<file path="src/design/csb_pkg.sv">
// constants and types shared by the chip-select strobe bus block
`default_nettype none
package csb_pkg;
   // register offsets, one per select, indexed by select number
   localparam logic [7:0] OFF_RANGE_LOW [4] = '{8'ha8, 8'hab, 8'hae, 8'hb1};
   localparam logic [7:0] OFF_RANGE_HIGH [4] = '{8'ha9, 8'hac, 8'haf, 8'hb2};
   localparam logic [7:0] OFF_CONTROL [4] = '{8'haa, 8'had, 8'hb0, 8'hb3};
   localparam logic [7:0] OFF_BUS_MODE [4] = '{8'hf0, 8'hf1, 8'hf2, 8'hf3};
   // reset values
   localparam logic [7:0] RST_RANGE_LOW = 8'h00;
   localparam logic [7:0] RST_RANGE_HIGH0 = 8'hff;
   localparam logic [7:0] RST_RANGE_HIGH = 8'h00;
   localparam logic [7:0] RST_CONTROL0 = 8'he8;
   localparam logic [7:0] RST_CONTROL = 8'h00;
   localparam logic [7:0] RST_BUS_MODE = 8'h02;
   // writable bit masks
   localparam logic [7:0] MASK_CONTROL = 8'hf8;
   localparam logic [7:0] MASK_BUS_MODE = 8'hef;
   // field positions
   localparam int CTL_IO_BIT = 4;
   localparam int CTL_EN_BIT = 3;
   localparam int BMC_MODE_HI = 7;
   localparam int BMC_MODE_LO = 6;
   localparam int BMC_CYCLE_HI = 3;
   localparam int BMC_CYCLE_LO = 0;
   // address bytes seen by the decoder
   localparam int ADR_MEM_HI = 23;
   localparam int ADR_MEM_LO = 16;
   localparam int ADR_IO_HI = 15;
   localparam int ADR_IO_LO = 8;
   // protocol codes of the bus mode field
   localparam logic [1:0] MODE_NATIVE = 2'h0;
   localparam logic [1:0] MODE_LEGACY = 2'h1;
   localparam logic [1:0] MODE_SEPARATE = 2'h2;
   localparam logic [1:0] MODE_STROBE_ACK = 2'h3;
   localparam logic [3:0] CYCLE_INVALID = 4'h0;
   localparam logic [3:0] CYCLE_MIN = 4'h1;
   localparam logic [7:0] READ_ZERO = 8'h00;
   // bus sequencer states
   typedef enum logic [3:0] {
      ST_IDLE = 4'b0000,
      ST_NATIVE = 4'b0001,
      ST_EXTRA = 4'b0010,
      ST_S0 = 4'b0011,
      ST_S1 = 4'b0100,
      ST_S2 = 4'b0101,
      ST_S3 = 4'b0110,
      ST_S4 = 4'b0111,
      ST_WAIT = 4'b1000,
      ST_S5 = 4'b1001,
      ST_S6 = 4'b1010,
      ST_S7 = 4'b1011
   } csb_state_t;
endpackage
`default_nettype wire

</file>
<file path="src/design/csb_chip_select_bus.sv">
// chip-select decoder and strobe/acknowledge external bus sequencer
//
// The plain strobed port is this design's own decision.
`default_nettype none
module csb_chip_select_bus #(
   parameter int NUM_SEL = 4,
   parameter int ADDR_W = 24
) (
   input wire logic sys_clk,
   input wire logic srst,
   input wire logic clkEn,
   // register port
   input wire logic [7:0] regAddr,
   input wire logic [7:0] regWdata,
   input wire logic regWrite,
   input wire logic regRead,
   output logic [7:0] regRdata,
   // access requests from the core
   input wire logic reqValid,
   input wire logic reqWrite,
   input wire logic reqIo,
   input wire logic [ADDR_W-1:0] reqAddr,
   input wire logic [7:0] reqWdata,
   output logic reqReady,
   output logic respDone,
   output logic [7:0] respRdata,
   // external bus pins
   output logic [ADDR_W-1:0] addrOut,
   output logic [7:0] dataOut,
   output logic dataOe,
   input wire logic [7:0] dataIn,
   output logic address_strobe_n,
   output logic data_strobe_n,
   output logic readNotWrite,
   input wire logic transfer_ack_n,
   output logic [NUM_SEL-1:0] chipSelectN
);
   logic [7:0] rangeLow_ff [NUM_SEL];
   logic [7:0] rangeHigh_ff [NUM_SEL];
   logic [7:0] control_ff [NUM_SEL];
   logic [7:0] busMode_ff [NUM_SEL];
   logic [NUM_SEL-1:0] hit;
   logic [NUM_SEL-1:0] regHit;
   logic [7:0] nxt_rdata;
   csb_pkg::csb_state_t state_ff, nxt_state;
   logic [3:0] cnt_ff;
   logic [3:0] stateLen_ff;
   logic [1:0] lastMode_ff;
   logic [1:0] reqMode;
   logic [3:0] reqLen;
   logic [NUM_SEL-1:0] reqSel;
   logic anyHit;
   logic isWrite_ff;
   logic [ADDR_W-1:0] addrHold_ff;
   logic [7:0] wdataHold_ff;
   logic [NUM_SEL-1:0] selHold_ff;
   logic start;
   logic lastCycle;
   logic step;

   // per-select registers, decode and register write
   genvar g;
   generate
      for (g = 0; g < NUM_SEL; g++) begin : gSel
         logic [7:0] topByte;
         logic [7:0] ioByte;
         assign topByte = reqAddr[csb_pkg::ADR_MEM_HI:csb_pkg::ADR_MEM_LO];
         assign ioByte = reqAddr[csb_pkg::ADR_IO_HI:csb_pkg::ADR_IO_LO];
         // select 0 boots as a whole-space memory select
         always_ff @(posedge sys_clk) begin
            if (srst) begin
               rangeLow_ff[g] <= csb_pkg::RST_RANGE_LOW;
               rangeHigh_ff[g] <= (g == 0) ? csb_pkg::RST_RANGE_HIGH0 : csb_pkg::RST_RANGE_HIGH;
               control_ff[g] <= (g == 0) ? csb_pkg::RST_CONTROL0 : csb_pkg::RST_CONTROL;
               busMode_ff[g] <= csb_pkg::RST_BUS_MODE;
            end else if (clkEn && regWrite) begin
               if (regAddr == csb_pkg::OFF_RANGE_LOW[g]) begin
                  rangeLow_ff[g] <= regWdata;
               end
               if (regAddr == csb_pkg::OFF_RANGE_HIGH[g]) begin
                  rangeHigh_ff[g] <= regWdata;
               end
               // low control bits are read-only zero
               if (regAddr == csb_pkg::OFF_CONTROL[g]) begin
                  control_ff[g] <= regWdata & csb_pkg::MASK_CONTROL;
               end
               if (regAddr == csb_pkg::OFF_BUS_MODE[g]) begin
                  busMode_ff[g] <= regWdata & csb_pkg::MASK_BUS_MODE;
               end
            end
         end
         // address decode; a disabled select never matches
         always_comb begin
            if (!control_ff[g][csb_pkg::CTL_EN_BIT]) begin
               hit[g] = 1'b0;
            end else if (control_ff[g][csb_pkg::CTL_IO_BIT]) begin
               // upper bound plays no part here
               hit[g] = reqIo && (ioByte == rangeLow_ff[g]);
            end else begin
               hit[g] = !reqIo && (topByte >= rangeLow_ff[g])
                  && (topByte <= rangeHigh_ff[g]);
            end
         end
         assign regHit[g] = (regAddr == csb_pkg::OFF_RANGE_LOW[g]) || (regAddr == csb_pkg::OFF_RANGE_HIGH[g])
            || (regAddr == csb_pkg::OFF_CONTROL[g]) || (regAddr == csb_pkg::OFF_BUS_MODE[g]);
      end
   endgenerate

   // read mux; unmapped offsets read as zero
   always_comb begin
      nxt_rdata = csb_pkg::READ_ZERO;
      for (int i = 0; i < NUM_SEL; i++) begin
         if (regAddr == csb_pkg::OFF_RANGE_LOW[i]) begin
            nxt_rdata = rangeLow_ff[i];
         end
         if (regAddr == csb_pkg::OFF_RANGE_HIGH[i]) begin
            nxt_rdata = rangeHigh_ff[i];
         end
         if (regAddr == csb_pkg::OFF_CONTROL[i]) begin
            nxt_rdata = control_ff[i];
         end
         if (regAddr == csb_pkg::OFF_BUS_MODE[i]) begin
            nxt_rdata = busMode_ff[i];
         end
      end
   end

   // read data stands one cycle after the strobe only
   always_ff @(posedge sys_clk) begin
      if (srst) begin
         regRdata <= csb_pkg::READ_ZERO;
      end else if (clkEn) begin
         regRdata <= (regRead && |regHit) ? nxt_rdata : csb_pkg::READ_ZERO;
      end
   end

   // lowest-numbered matching select wins; no match is a native access
   always_comb begin
      reqSel = '0;
      reqMode = csb_pkg::MODE_NATIVE;
      reqLen = csb_pkg::CYCLE_MIN;
      for (int i = NUM_SEL - 1; i >= 0; i--) begin
         if (hit[i]) begin
            reqSel = '0;
            reqSel[i] = 1'b1;
            reqMode = busMode_ff[i][csb_pkg::BMC_MODE_HI:csb_pkg::BMC_MODE_LO];
            reqLen = busMode_ff[i][csb_pkg::BMC_CYCLE_HI:csb_pkg::BMC_CYCLE_LO];
         end
      end
      // zero length is invalid; treat it as one cycle rather than hang
      if (reqLen == csb_pkg::CYCLE_INVALID) begin
         reqLen = csb_pkg::CYCLE_MIN;
      end
   end
   assign anyHit = |hit;

   assign start = clkEn && reqValid && (state_ff == csb_pkg::ST_IDLE);
   assign lastCycle = (cnt_ff == stateLen_ff - csb_pkg::CYCLE_MIN);
   assign step = clkEn && lastCycle;

   // sequencer next state
   always_comb begin
      nxt_state = state_ff;
      unique case (state_ff)
         csb_pkg::ST_IDLE: begin
            if (reqValid) begin
               // entering a strobed protocol from another costs one cycle; native never waits
               if (reqMode != lastMode_ff && (reqMode == csb_pkg::MODE_STROBE_ACK
                     || reqMode == csb_pkg::MODE_SEPARATE)) begin
                  nxt_state = csb_pkg::ST_EXTRA;
               end else if (reqMode == csb_pkg::MODE_STROBE_ACK) begin
                  nxt_state = csb_pkg::ST_S0;
               end else begin
                  nxt_state = csb_pkg::ST_NATIVE;
               end
            end
         end
         csb_pkg::ST_NATIVE: nxt_state = csb_pkg::ST_IDLE;
         // lastMode_ff already holds the protocol of this access here
         csb_pkg::ST_EXTRA: begin
            if (lastMode_ff == csb_pkg::MODE_STROBE_ACK) begin
               nxt_state = csb_pkg::ST_S0;
            end else begin
               nxt_state = csb_pkg::ST_NATIVE;
            end
         end
         csb_pkg::ST_S0: begin
            if (lastCycle) begin
               nxt_state = csb_pkg::ST_S1;
            end
         end
         csb_pkg::ST_S1: begin
            if (lastCycle) begin
               nxt_state = csb_pkg::ST_S2;
            end
         end
         csb_pkg::ST_S2: begin
            if (lastCycle) begin
               nxt_state = csb_pkg::ST_S3;
            end
         end
         csb_pkg::ST_S3: begin
            if (lastCycle) begin
               nxt_state = csb_pkg::ST_S4;
            end
         end
         // each wait state is one whole bus-state period
         csb_pkg::ST_S4, csb_pkg::ST_WAIT: begin
            if (lastCycle) begin
               nxt_state = transfer_ack_n ? csb_pkg::ST_WAIT : csb_pkg::ST_S5;
            end
         end
         csb_pkg::ST_S5: begin
            if (lastCycle) begin
               nxt_state = csb_pkg::ST_S6;
            end
         end
         csb_pkg::ST_S6: begin
            if (lastCycle) begin
               nxt_state = csb_pkg::ST_S7;
            end
         end
         csb_pkg::ST_S7: begin
            if (lastCycle) begin
               nxt_state = csb_pkg::ST_IDLE;
            end
         end
         default: nxt_state = csb_pkg::ST_IDLE;
      endcase
   end

   // state register and per-state cycle counter
   always_ff @(posedge sys_clk) begin
      if (srst) begin
         state_ff <= csb_pkg::ST_IDLE;
         cnt_ff <= '0;
      end else if (clkEn) begin
         state_ff <= nxt_state;
         if (nxt_state != state_ff || lastCycle || state_ff == csb_pkg::ST_IDLE) begin
            cnt_ff <= '0;
         end else begin
            cnt_ff <= cnt_ff + 4'h1;
         end
      end
   end

   // access context latched at the request; one-cycle states keep the latched length
   always_ff @(posedge sys_clk) begin
      if (srst) begin
         stateLen_ff <= csb_pkg::CYCLE_MIN;
         isWrite_ff <= 1'b0;
         addrHold_ff <= '0;
         wdataHold_ff <= '0;
         selHold_ff <= '0;
      end else if (start) begin
         stateLen_ff <= reqLen;
         isWrite_ff <= reqWrite;
         addrHold_ff <= reqAddr;
         wdataHold_ff <= reqWdata;
         selHold_ff <= reqSel;
      end else if (clkEn && state_ff == csb_pkg::ST_EXTRA) begin
         stateLen_ff <= stateLen_ff;
      end
   end

   // protocol of the previous access, for the switch penalty
   always_ff @(posedge sys_clk) begin
      if (srst) begin
         lastMode_ff <= csb_pkg::MODE_NATIVE;
      end else if (start) begin
         // a missed decode counts as native; the switch cycle reads this back
         lastMode_ff <= anyHit ? reqMode : csb_pkg::MODE_NATIVE;
      end
   end

   // address bus and chip selects
   always_ff @(posedge sys_clk) begin
      if (srst) begin
         addrOut <= '0;
         chipSelectN <= '1;
      end else if (clkEn) begin
         if (start && nxt_state == csb_pkg::ST_NATIVE) begin
            addrOut <= reqAddr;
            chipSelectN <= ~reqSel;
         end else if (state_ff == csb_pkg::ST_EXTRA && nxt_state == csb_pkg::ST_NATIVE) begin
            addrOut <= addrHold_ff; // delayed native access drives the held copy
            chipSelectN <= ~selHold_ff;
         end else if (step && state_ff == csb_pkg::ST_S0) begin
            addrOut <= addrHold_ff;
            chipSelectN <= ~selHold_ff;
         end else if ((state_ff == csb_pkg::ST_NATIVE) || (step && state_ff == csb_pkg::ST_S7)) begin
            chipSelectN <= '1;
         end
      end
   end

   // strobes: address strobe at S2, data strobe at S2 (read) or S4 (write)
   always_ff @(posedge sys_clk) begin
      if (srst) begin
         address_strobe_n <= 1'b1;
         data_strobe_n <= 1'b1;
      end else if (step) begin
         unique case (state_ff)
            csb_pkg::ST_S1: begin
               address_strobe_n <= 1'b0;
               data_strobe_n <= isWrite_ff;
            end
            csb_pkg::ST_S3: data_strobe_n <= 1'b0;
            // both released on the edge into S7; the acknowledge then drops
            csb_pkg::ST_S6: begin
               address_strobe_n <= 1'b1;
               data_strobe_n <= 1'b1;
            end
            default: begin
               address_strobe_n <= address_strobe_n;
               data_strobe_n <= data_strobe_n;
            end
         endcase
      end
   end

   // read-not-write and data drive
   always_ff @(posedge sys_clk) begin
      if (srst) begin
         readNotWrite <= 1'b1;
         dataOut <= '0;
         dataOe <= 1'b0;
      end else if (clkEn) begin
         if (start) begin
            readNotWrite <= 1'b1;
         end else if (step && state_ff == csb_pkg::ST_S1 && isWrite_ff) begin
            readNotWrite <= 1'b0;
         end else if (step && state_ff == csb_pkg::ST_S7) begin
            readNotWrite <= 1'b1;
            dataOe <= 1'b0;
         end
         // write data leaves high impedance on entering S3
         if (step && state_ff == csb_pkg::ST_S2 && isWrite_ff) begin
            dataOut <= wdataHold_ff;
            dataOe <= 1'b1;
         end
      end
   end

   // read capture and completion; the peripheral drives data during S6
   always_ff @(posedge sys_clk) begin
      if (srst) begin
         respRdata <= '0;
         respDone <= 1'b0;
         reqReady <= 1'b0;
      end else if (clkEn) begin
         if (step && state_ff == csb_pkg::ST_S6 && !isWrite_ff) begin
            respRdata <= dataIn;
         end else if (state_ff == csb_pkg::ST_NATIVE && !isWrite_ff) begin
            respRdata <= dataIn;
         end
         respDone <= (state_ff == csb_pkg::ST_NATIVE) || (step && state_ff == csb_pkg::ST_S7);
         reqReady <= (nxt_state == csb_pkg::ST_IDLE) && !start;
      end
   end
endmodule
`default_nettype wire

</file>
<file path="config.mk">
export PLATFORM = sky130hd
export DESIGN_NAME = csb_chip_select_bus
export DESIGN_NICKNAME = d
export VERILOG_FILES = /design/src/design/csb_pkg.sv /design/src/design/csb_chip_select_bus.sv
export SDC_FILE = /design/constraint.sdc
export NUM_CORES = 1
export LEC_CHECK = 0
export ABC_CLOCK_PERIOD_IN_PS = 3350
export BUFFER_PORTS_ARGS = -buffer_cell sky130_fd_sc_hd__buf_2
export CAP_MARGIN = 20
export CORE_ASPECT_RATIO = 0.5
export CORE_UTILIZATION = 60
export CTS_CLUSTER_DIAMETER = 80
export DETAILED_ROUTE_END_ITERATION = 8
export HOLD_SLACK_MARGIN = 0.15
export PLACE_DENSITY = 0.93
export SYNTH_ARGS = -nofsm -noshare
export SYNTH_HDL_FRONTEND = slang
export SYNTH_SLANG_ARGS = --single-unit
</file>
<file path="constraint.sdc">
create_clock -name sys_clk -period 3.35 [get_ports sys_clk]
set_input_delay 0.335 -clock sys_clk [delete_from_list [all_inputs] [get_ports sys_clk]]
set_output_delay 0.335 -clock sys_clk [all_outputs]
set_load 0.02 [all_outputs]
</file>
Word level (Yosys, flattened, before mapping)
Memories as Yosys holds them, arrays and structs flattened.
Index checks and enable logic that the tools add are counted.
{"block": "totals", "memories": 4, "output_inout_bits": 58, "in_bits": 65, "mem_bits_ro": 0, "latchBits": 0, "reg_bits": 109, "ram_bits": 112, "elab_cells": 315}
{"memory": "rangeHigh_ff", "words": 4, "width": 8, "rd": 4, "rd_ports_with_merged_regs": 0, "wr": 4, "line_no": "csb_chip_select_bus.sv:39", "source": "logic [7:0] rangeHigh_ff [NUM_SEL];"}
{"memory": "rangeLow_ff", "words": 4, "width": 8, "rd": 4, "rd_ports_with_merged_regs": 0, "wr": 4, "line_no": "csb_chip_select_bus.sv:38", "source": "logic [7:0] rangeLow_ff [NUM_SEL];"}
{"memory": "busMode_ff", "words": 4, "width": 7, "rd": 4, "rd_ports_with_merged_regs": 0, "wr": 4, "line_no": "csb_chip_select_bus.sv:41", "source": "logic [7:0] busMode_ff [NUM_SEL];"}
{"memory": "control_ff", "words": 4, "width": 5, "rd": 4, "rd_ports_with_merged_regs": 0, "wr": 4, "line_no": "csb_chip_select_bus.sv:40", "source": "logic [7:0] control_ff [NUM_SEL];"}
{"block": "classes", "reduce_logical": 70, "order_cmp": 8, "eq_ne": 40, "bitwise": 18, "addsub": 2, "n_div": 0, "multipliers": 0, "shift": 0, "n_mux": 154}
{"operator": "$mux W8", "count": 27}
{"operator": "$eq A8 B8 Y1 const B", "count": 16}
{"operator": "$mux W4", "count": 23}
{"operator": "$mux W1", "count": 82}
{"operator": "$mux W24", "count": 3}
{"operator": "$pmux W4 S10", "count": 1}
{"operator": "$eq A8 B8 Y1", "count": 4}
{"operator": "$ge A8 B8 Y1", "count": 4}
{"operator": "$le A8 B8 Y1", "count": 4}
{"operator": "$logic_and A1 B1 Y1", "count": 30}
{"operator": "$mux W7", "count": 4}
{"operator": "$mux W5", "count": 4}
{"operator": "$eq A4 B3 Y1 const B", "count": 4}
{"operator": "$eq A4 B4 Y1 const B", "count": 4}
{"operator": "$logic_or A1 B1 Y1", "count": 16}
{"operator": "$mux W2", "count": 8}
{"operator": "$or A1 B1 Y1", "count": 16}
{"operator": "$reduce_and A2 Y1", "count": 7}
{"operator": "$logic_not A4 Y1", "count": 3}
{"operator": "$reduce_bool A3 Y1", "count": 3}
{"operator": "$eq A4 B1 Y1 const B", "count": 2}
{"operator": "$eq A4 B2 Y1 const B", "count": 2}
{"operator": "$not A4 Y4", "count": 2}
{"operator": "$reduce_or A4 Y1", "count": 2}
{"operator": "other kinds (14)", "count": 21}

Longest topological paths before layout
An unclocked memory read counts as a cell.
{"block": "depth", "depth_word": 20, "ltp_mapped": 15, "mapped_depth_nobuf": 12}

Least setup slack after synthesis
No wires, ideal clock.
{"block": "synth_timing", "path_type": "input-to-reg", "startpoint": "input reqAddr[16]", "endpoint": "register addrOut[0]", "setup_ps": 122, "setup_slack_ps": 325, "n_path_buf": 2, "path_stages": 13, "arrival_time_ps": 2903, "cell_sequence": "inv_1 -> ha_1 -> nand2b_4 -> a2111oi_4 -> o32ai_1 -> o211a_1 -> a21oi_4 -> mux2_1 -> o31a_1 -> o21a_1 -> buf_6 -> buf_6 -> o311a_1"}
{"block": "synth_via", "elab_chain_len": 19, "word_cells_on_any_way": 44, "cone_classes": "order compare (8); eq/ne (4); mux (18); reduce/logical (14)"}
{"item": "start, declared", "line_no": "csb_chip_select_bus.sv:22", "source": "input wire logic [ADDR_W-1:0] reqAddr,"}
{"item": "$ge A8 B8 Y1", "line_no": "csb_chip_select_bus.sv:100", "source": "hit[g] = !reqIo && (topByte >= rangeLow_ff[g])"}
{"item": "$logic_and A1 B1 Y1", "line_no": "csb_chip_select_bus.sv:100"}
{"item": "$logic_and A1 B1 Y1", "line_no": "csb_chip_select_bus.sv:101", "source": "&& (topByte <= rangeHigh_ff[g]);"}
{"item": "$mux W1", "line_no": "csb_chip_select_bus.sv:96", "source": "end else if (control_ff[g][csb_pkg::CTL_IO_BIT]) begin"}
{"item": "$mux W1", "line_no": "csb_chip_select_bus.sv:94", "source": "if (!control_ff[g][csb_pkg::CTL_EN_BIT]) begin"}
{"item": "$mux W2 (3 in series)", "line_no": "csb_chip_select_bus.sv:143", "source": "if (hit[i]) begin"}
{"item": "$mux W2 (*)", "line_no": "csb_chip_select_bus.sv:143"}
{"item": "$eq A2 B2 Y1 (on tied branches)", "line_no": "csb_chip_select_bus.sv:168, csb_chip_select_bus.sv:171, csb_chip_select_bus.sv:169"}
{"item": "$logic_or A1 B1 Y1", "line_no": "csb_chip_select_bus.sv:169", "source": "|| reqMode == csb_pkg::MODE_SEPARATE)) begin"}
{"item": "$logic_and A1 B1 Y1", "line_no": "csb_chip_select_bus.sv:168", "source": "if (reqMode != lastMode_ff && (reqMode == csb_pkg::MODE_STROBE_ACK"}
{"item": "$mux W2 (*)", "line_no": "csb_chip_select_bus.sv:168"}
{"item": "$mux W4 (*)", "line_no": "csb_chip_select_bus.sv:166", "source": "if (reqValid) begin"}
{"item": "$pmux W4 S10 (*)", "line_no": "csb_chip_select_bus.sv:164", "source": "unique case (state_ff)"}
{"item": "$eq A4 B1 Y1 (*)", "line_no": "csb_chip_select_bus.sv:282, csb_chip_select_bus.sv:285"}
{"item": "$logic_and A1 B1 Y1 (on tied branches)", "line_no": "csb_chip_select_bus.sv:282, csb_chip_select_bus.sv:285"}
{"item": "$reduce_bool A3 Y1 (no source line) or $mux W24 (tied branches)"}
{"item": "$reduce_and A2 Y1 (no source line) or $mux W24 (tied branches)"}
{"item": "end signal, assigned", "line_no": "csb_chip_select_bus.sv:283", "source": "addrOut <= reqAddr;"}
{"item": "end signal, assigned", "line_no": "csb_chip_select_bus.sv:286", "source": "addrOut <= addrHold_ff;"}
{"item": "end signal, assigned", "line_no": "csb_chip_select_bus.sv:289", "source": "addrOut <= addrHold_ff;"}
{"item": "end, declared", "line_no": "csb_chip_select_bus.sv:28", "source": "output logic [ADDR_W-1:0] addrOut,"}
Every way passes the cells marked *; elsewhere a longest branch is shown, timed or not.
A chain may end at the register's enable or synchronous reset.

==> flow_summary_export.csv <==
group,metric,value,unit
outcome,status,"completed",
routing,first_iter_violations,1568,
critical_path,critical_path_required,3.82,ns
logic_synthesis,yosysUniqueCellTypes,83,
floorplan,core,0.0199,mm2
floorplan,start_util,62.6,%
power,powerDensity,436,mW/mm2
critical_path,worstPathArrival,3.68,ns
global_routing,antenna_found_initial,4,
logic_synthesis,synth_top_area_share,27.1,%
cells_and_area,final_util,72.7,%
cells_and_area,area_delta_synth_final,16.3,%
cts,cts_max_level,1,
floorplan,num_rows,36,
place,place.gp.congestion,1.07,
floorplan,die_x,206,um
place,dp_cells,1685,
floorplan,dieArea,0.0213,mm2
place,portBuffers,122,
logic_synthesis,synth_top_flop_cell,"edfxtp_1",
cts,clock_sinks,221,
floorplan,io_pins,123,
routing,drc,0,
critical_path,crit_path_end_kind,"flop",
logic_synthesis,synth_top_area_cell,"edfxtp_1",
critical_path,critical-path-max-stage-delay,0.50,ns
worst_hold_path,hp-class,"in2reg",
logic_synthesis,synth_seq_area_share,44.6,%
sta,setup_viol,0,
cts,clock_latency,0.53,ns
critical_path,rrSetupSlack,0.13,ns
cts,path_clk_slew,0.07,ns
global_routing,grt_pass1_vias,11000,
logic_synthesis,ys_ff_latch,221,
routing,ant_nets,0,
routing,avgViaCountPerCell,6.60,
cells_and_area,multi_input_area,0.00620,mm2
logic_synthesis,yosys_warnings,0,
logic_synthesis,synthCells,1320,
critical_path,critPathLaunchType,"flop",
cells_and_area,fillers,1400,
logic_synthesis,synthesis.area_per_instance,9.41,um2
global_routing,grt_first_pass_wirelength,62.2,mm
sta,finalClockSkew,0.0167,ns
routing,wirelength,41.3,mm
floorplan,die_y,104,um
logic_synthesis,syn-cell-area,0.0124,mm2
cells_and_area,fin_nets,1601,
cells_and_area,drive_above_1_share,17.4,%
critical_path,crit_chain,"ha_1 -> nand2b_4 -> a2111oi_4 -> o32ai_1 -> o211a_1 -> a21oi_4 -> mux2_4 -> o31a_1 -> o21a_4 -> buf_12 -> o21ai_1 -> o311a_1",
sta,maxSlewViolCount,0,
cells_and_area,seqCellArea,0.00555,mm2
worst_hold_path,whs_path_depth,3,
sta,max_freq,311,MHz
logic_synthesis,synth-async-reset-ratio,0,%
sta,hold_violations,0,
critical_path,timing.critical_path.fanout_max,22,
sta,tightest_slew,0.882,ns
cts,cts-root-buf,"clkbuf_16",
logic_synthesis,synth_edf_count,112,
flow_run,max-cap-violations,0,
global_routing,grt-ovfl-total,0,
logic_synthesis,syn_nets,1451,
cts,cts_buffers,21,
routing,num_vias,11500,
routing,routedWlPerCell,23.6,um
critical_path,crit_type,"reg2reg",
critical_path,rr_worst_depth,12,
global_routing,grt_usage,38.2,%
cts,clk_path_buf_depth,3,
routing,first_pass_iters,8,
sta,min_period_over_period,96.1,%
power,leakage,0.00596,uW
cells_and_area,layout.cells.non_filler,1749,
power,ir_worst_vdd,0.273,mV
global_routing,grt_max_degree,92,
sta,slew_headroom,41.2,%
cts,cts_tree,"built",
critical_path,critPathSlowestCell,"edfxtp_1",
sta,layout_min_cycle_time,3.22,ns
place,hpwl,28.8,mm
logic_synthesis,synth_area_leaders,"edfxtp_1 (27%), dfxtp_1 (18%), ha_1 (6.6%)",
-- cell type report --
type	instances	share of cell area, %
multi-input cells	925	42.9
flip-flops and latches	221	38.4
repair buffers	219	10.1
clock buffers	23	3.69
well taps	266	2.30
inverters	82	2.13
clock inverters	12	0.494
diodes	1	0.0173
-- registers in the layout, indices dropped and copies added, names as in the netlist, 8 cells and up --
name          count
addrHold_ff      24
rangeLow_ff      32
wdataHold_ff      8
regRdata          8
respRdata         8
busMode_ff       28
control_ff       20
rangeHigh_ff     32
dataOut           8
addrOut          24
-- through the flow --
step           hold WS (ns)  setup slack [ns]  total power, uW  area, um2  TNS, ns
2_1_floorplan         0.436             0.325             3680      12400        0
3_3_place_gp          0.441            0.0954             4000      13500        0
6_report              0.166             0.132             6300      14500        0
4_1_cts               0.153            0.0765             6240      14400        0
5_1_grt               0.170          -0.00871             6470      14400  -0.0157
3_5_place_dp          0.448           -0.0322             4040      13500   -0.140
-- layer usage --
layer / track usage, % / share of wire [%] / up-vias
met5: 0 / 0 / -
met4: 13.2 / 3.9 / 0
met3: 12.6 / 14 / 141
met2: 58.6 / 44 / 815
met1: 50.4 / 38 / 5476
li1: - / - / 5113
-- power breakdown --
group | internal (uW) | switching (uW)
Sequential | 2970 | 128
Clock | 1160 | 1080
Combinational | 371 | 597
-- what timing repair did --
| item | CTS | global route |
|---|---|---|
| gates resized for setup | 0 | 8 |
| hold buffers | 27 | 0 |
| setup buffers | 0 | 1 |
| endpoints found under the hold margin | 35 | 0 |
| endpoints found under the setup margin | 0 | 36 |
-- synthesized netlist by cell type (all sizes together) (4+ instances only) --
cell / number
nand3: 19
a22oi: 11
nor2b: 7
and2: 37
dfxtp: 109
o311a: 25
and3: 67
o311ai: 4
or2: 11
a21o: 4
a221oi: 6
nor2: 87
o31ai: 9
o21a: 8
a32oi: 4
o21ai: 74
o22ai: 9
clkbuf: 71
o221ai: 9
mux2i: 44
a31oi: 6
nand2b: 7
nand2: 138
nor3: 25
or3: 5
o211ai: 11
nor4: 6
nor3b: 5
xor2: 4
ha: 66
inv: 81
buf: 21
a211oi: 14
nand4: 24
a22o: 6
a21oi: 89
edfxtp: 112
xnor2: 36
-- worst max-delay path, delay by kind of cell, from the launching register on --
kind            cells  cell delay, ns
simple gates        1            0.15
mux                 1            0.32
flops               1            0.50
compound gates      8            1.70
fa+ha+maj           1            0.33
buf+inv             1            0.16
-- logic make-up after synthesis --
kind of cell | synth area share [%]
DFF | 44.6
and+or+nand+nor | 18.3
AOI/OAI and AO/OA | 17.5
xor gates and xnor gates | 3.01
adders and majority gates | 6.65
muxes | 4.00
buffers and inverters | 5.93
-- cells in the final DEF (no fill, tap or decap), types with 7 or more instances in the layout --
cell type	count
nor2b_1	7
o21a_1	7
o21ai_0	45
dfxtp_1	109
o21ai_1	27
ha_1	66
o31ai_1	9
nand3_1	19
a21oi_1	88
nor3_1	24
o221ai_1	8
clkbuf_16	21
nand4_1	24
o211ai_1	11
xnor2_1	36
edfxtp_1	112
and2_1	34
buf_2	122
nor2_1	84
o22ai_1	8
a211oi_1	14
dlygate4sd3_1	27
buf_4	66
inv_1	81
o311a_1	25
a22oi_1	11
or2_2	11
mux2i_1	44
nand2_1	137
and3_1	66
-- final timing paths --
kind	startpoint	endpoint
worst max-delay path	rangeLow_ff[0][0]	addrOut[17]
worst min-delay path	reqAddr[11]	addrHold_ff[11]
worst max register to register	rangeLow_ff[0][0]	addrOut[17]
worst min register to register	addrHold_ff[19]	addrHold_ff[19]
Note: power is estimated with default switching activity, not from simulation.
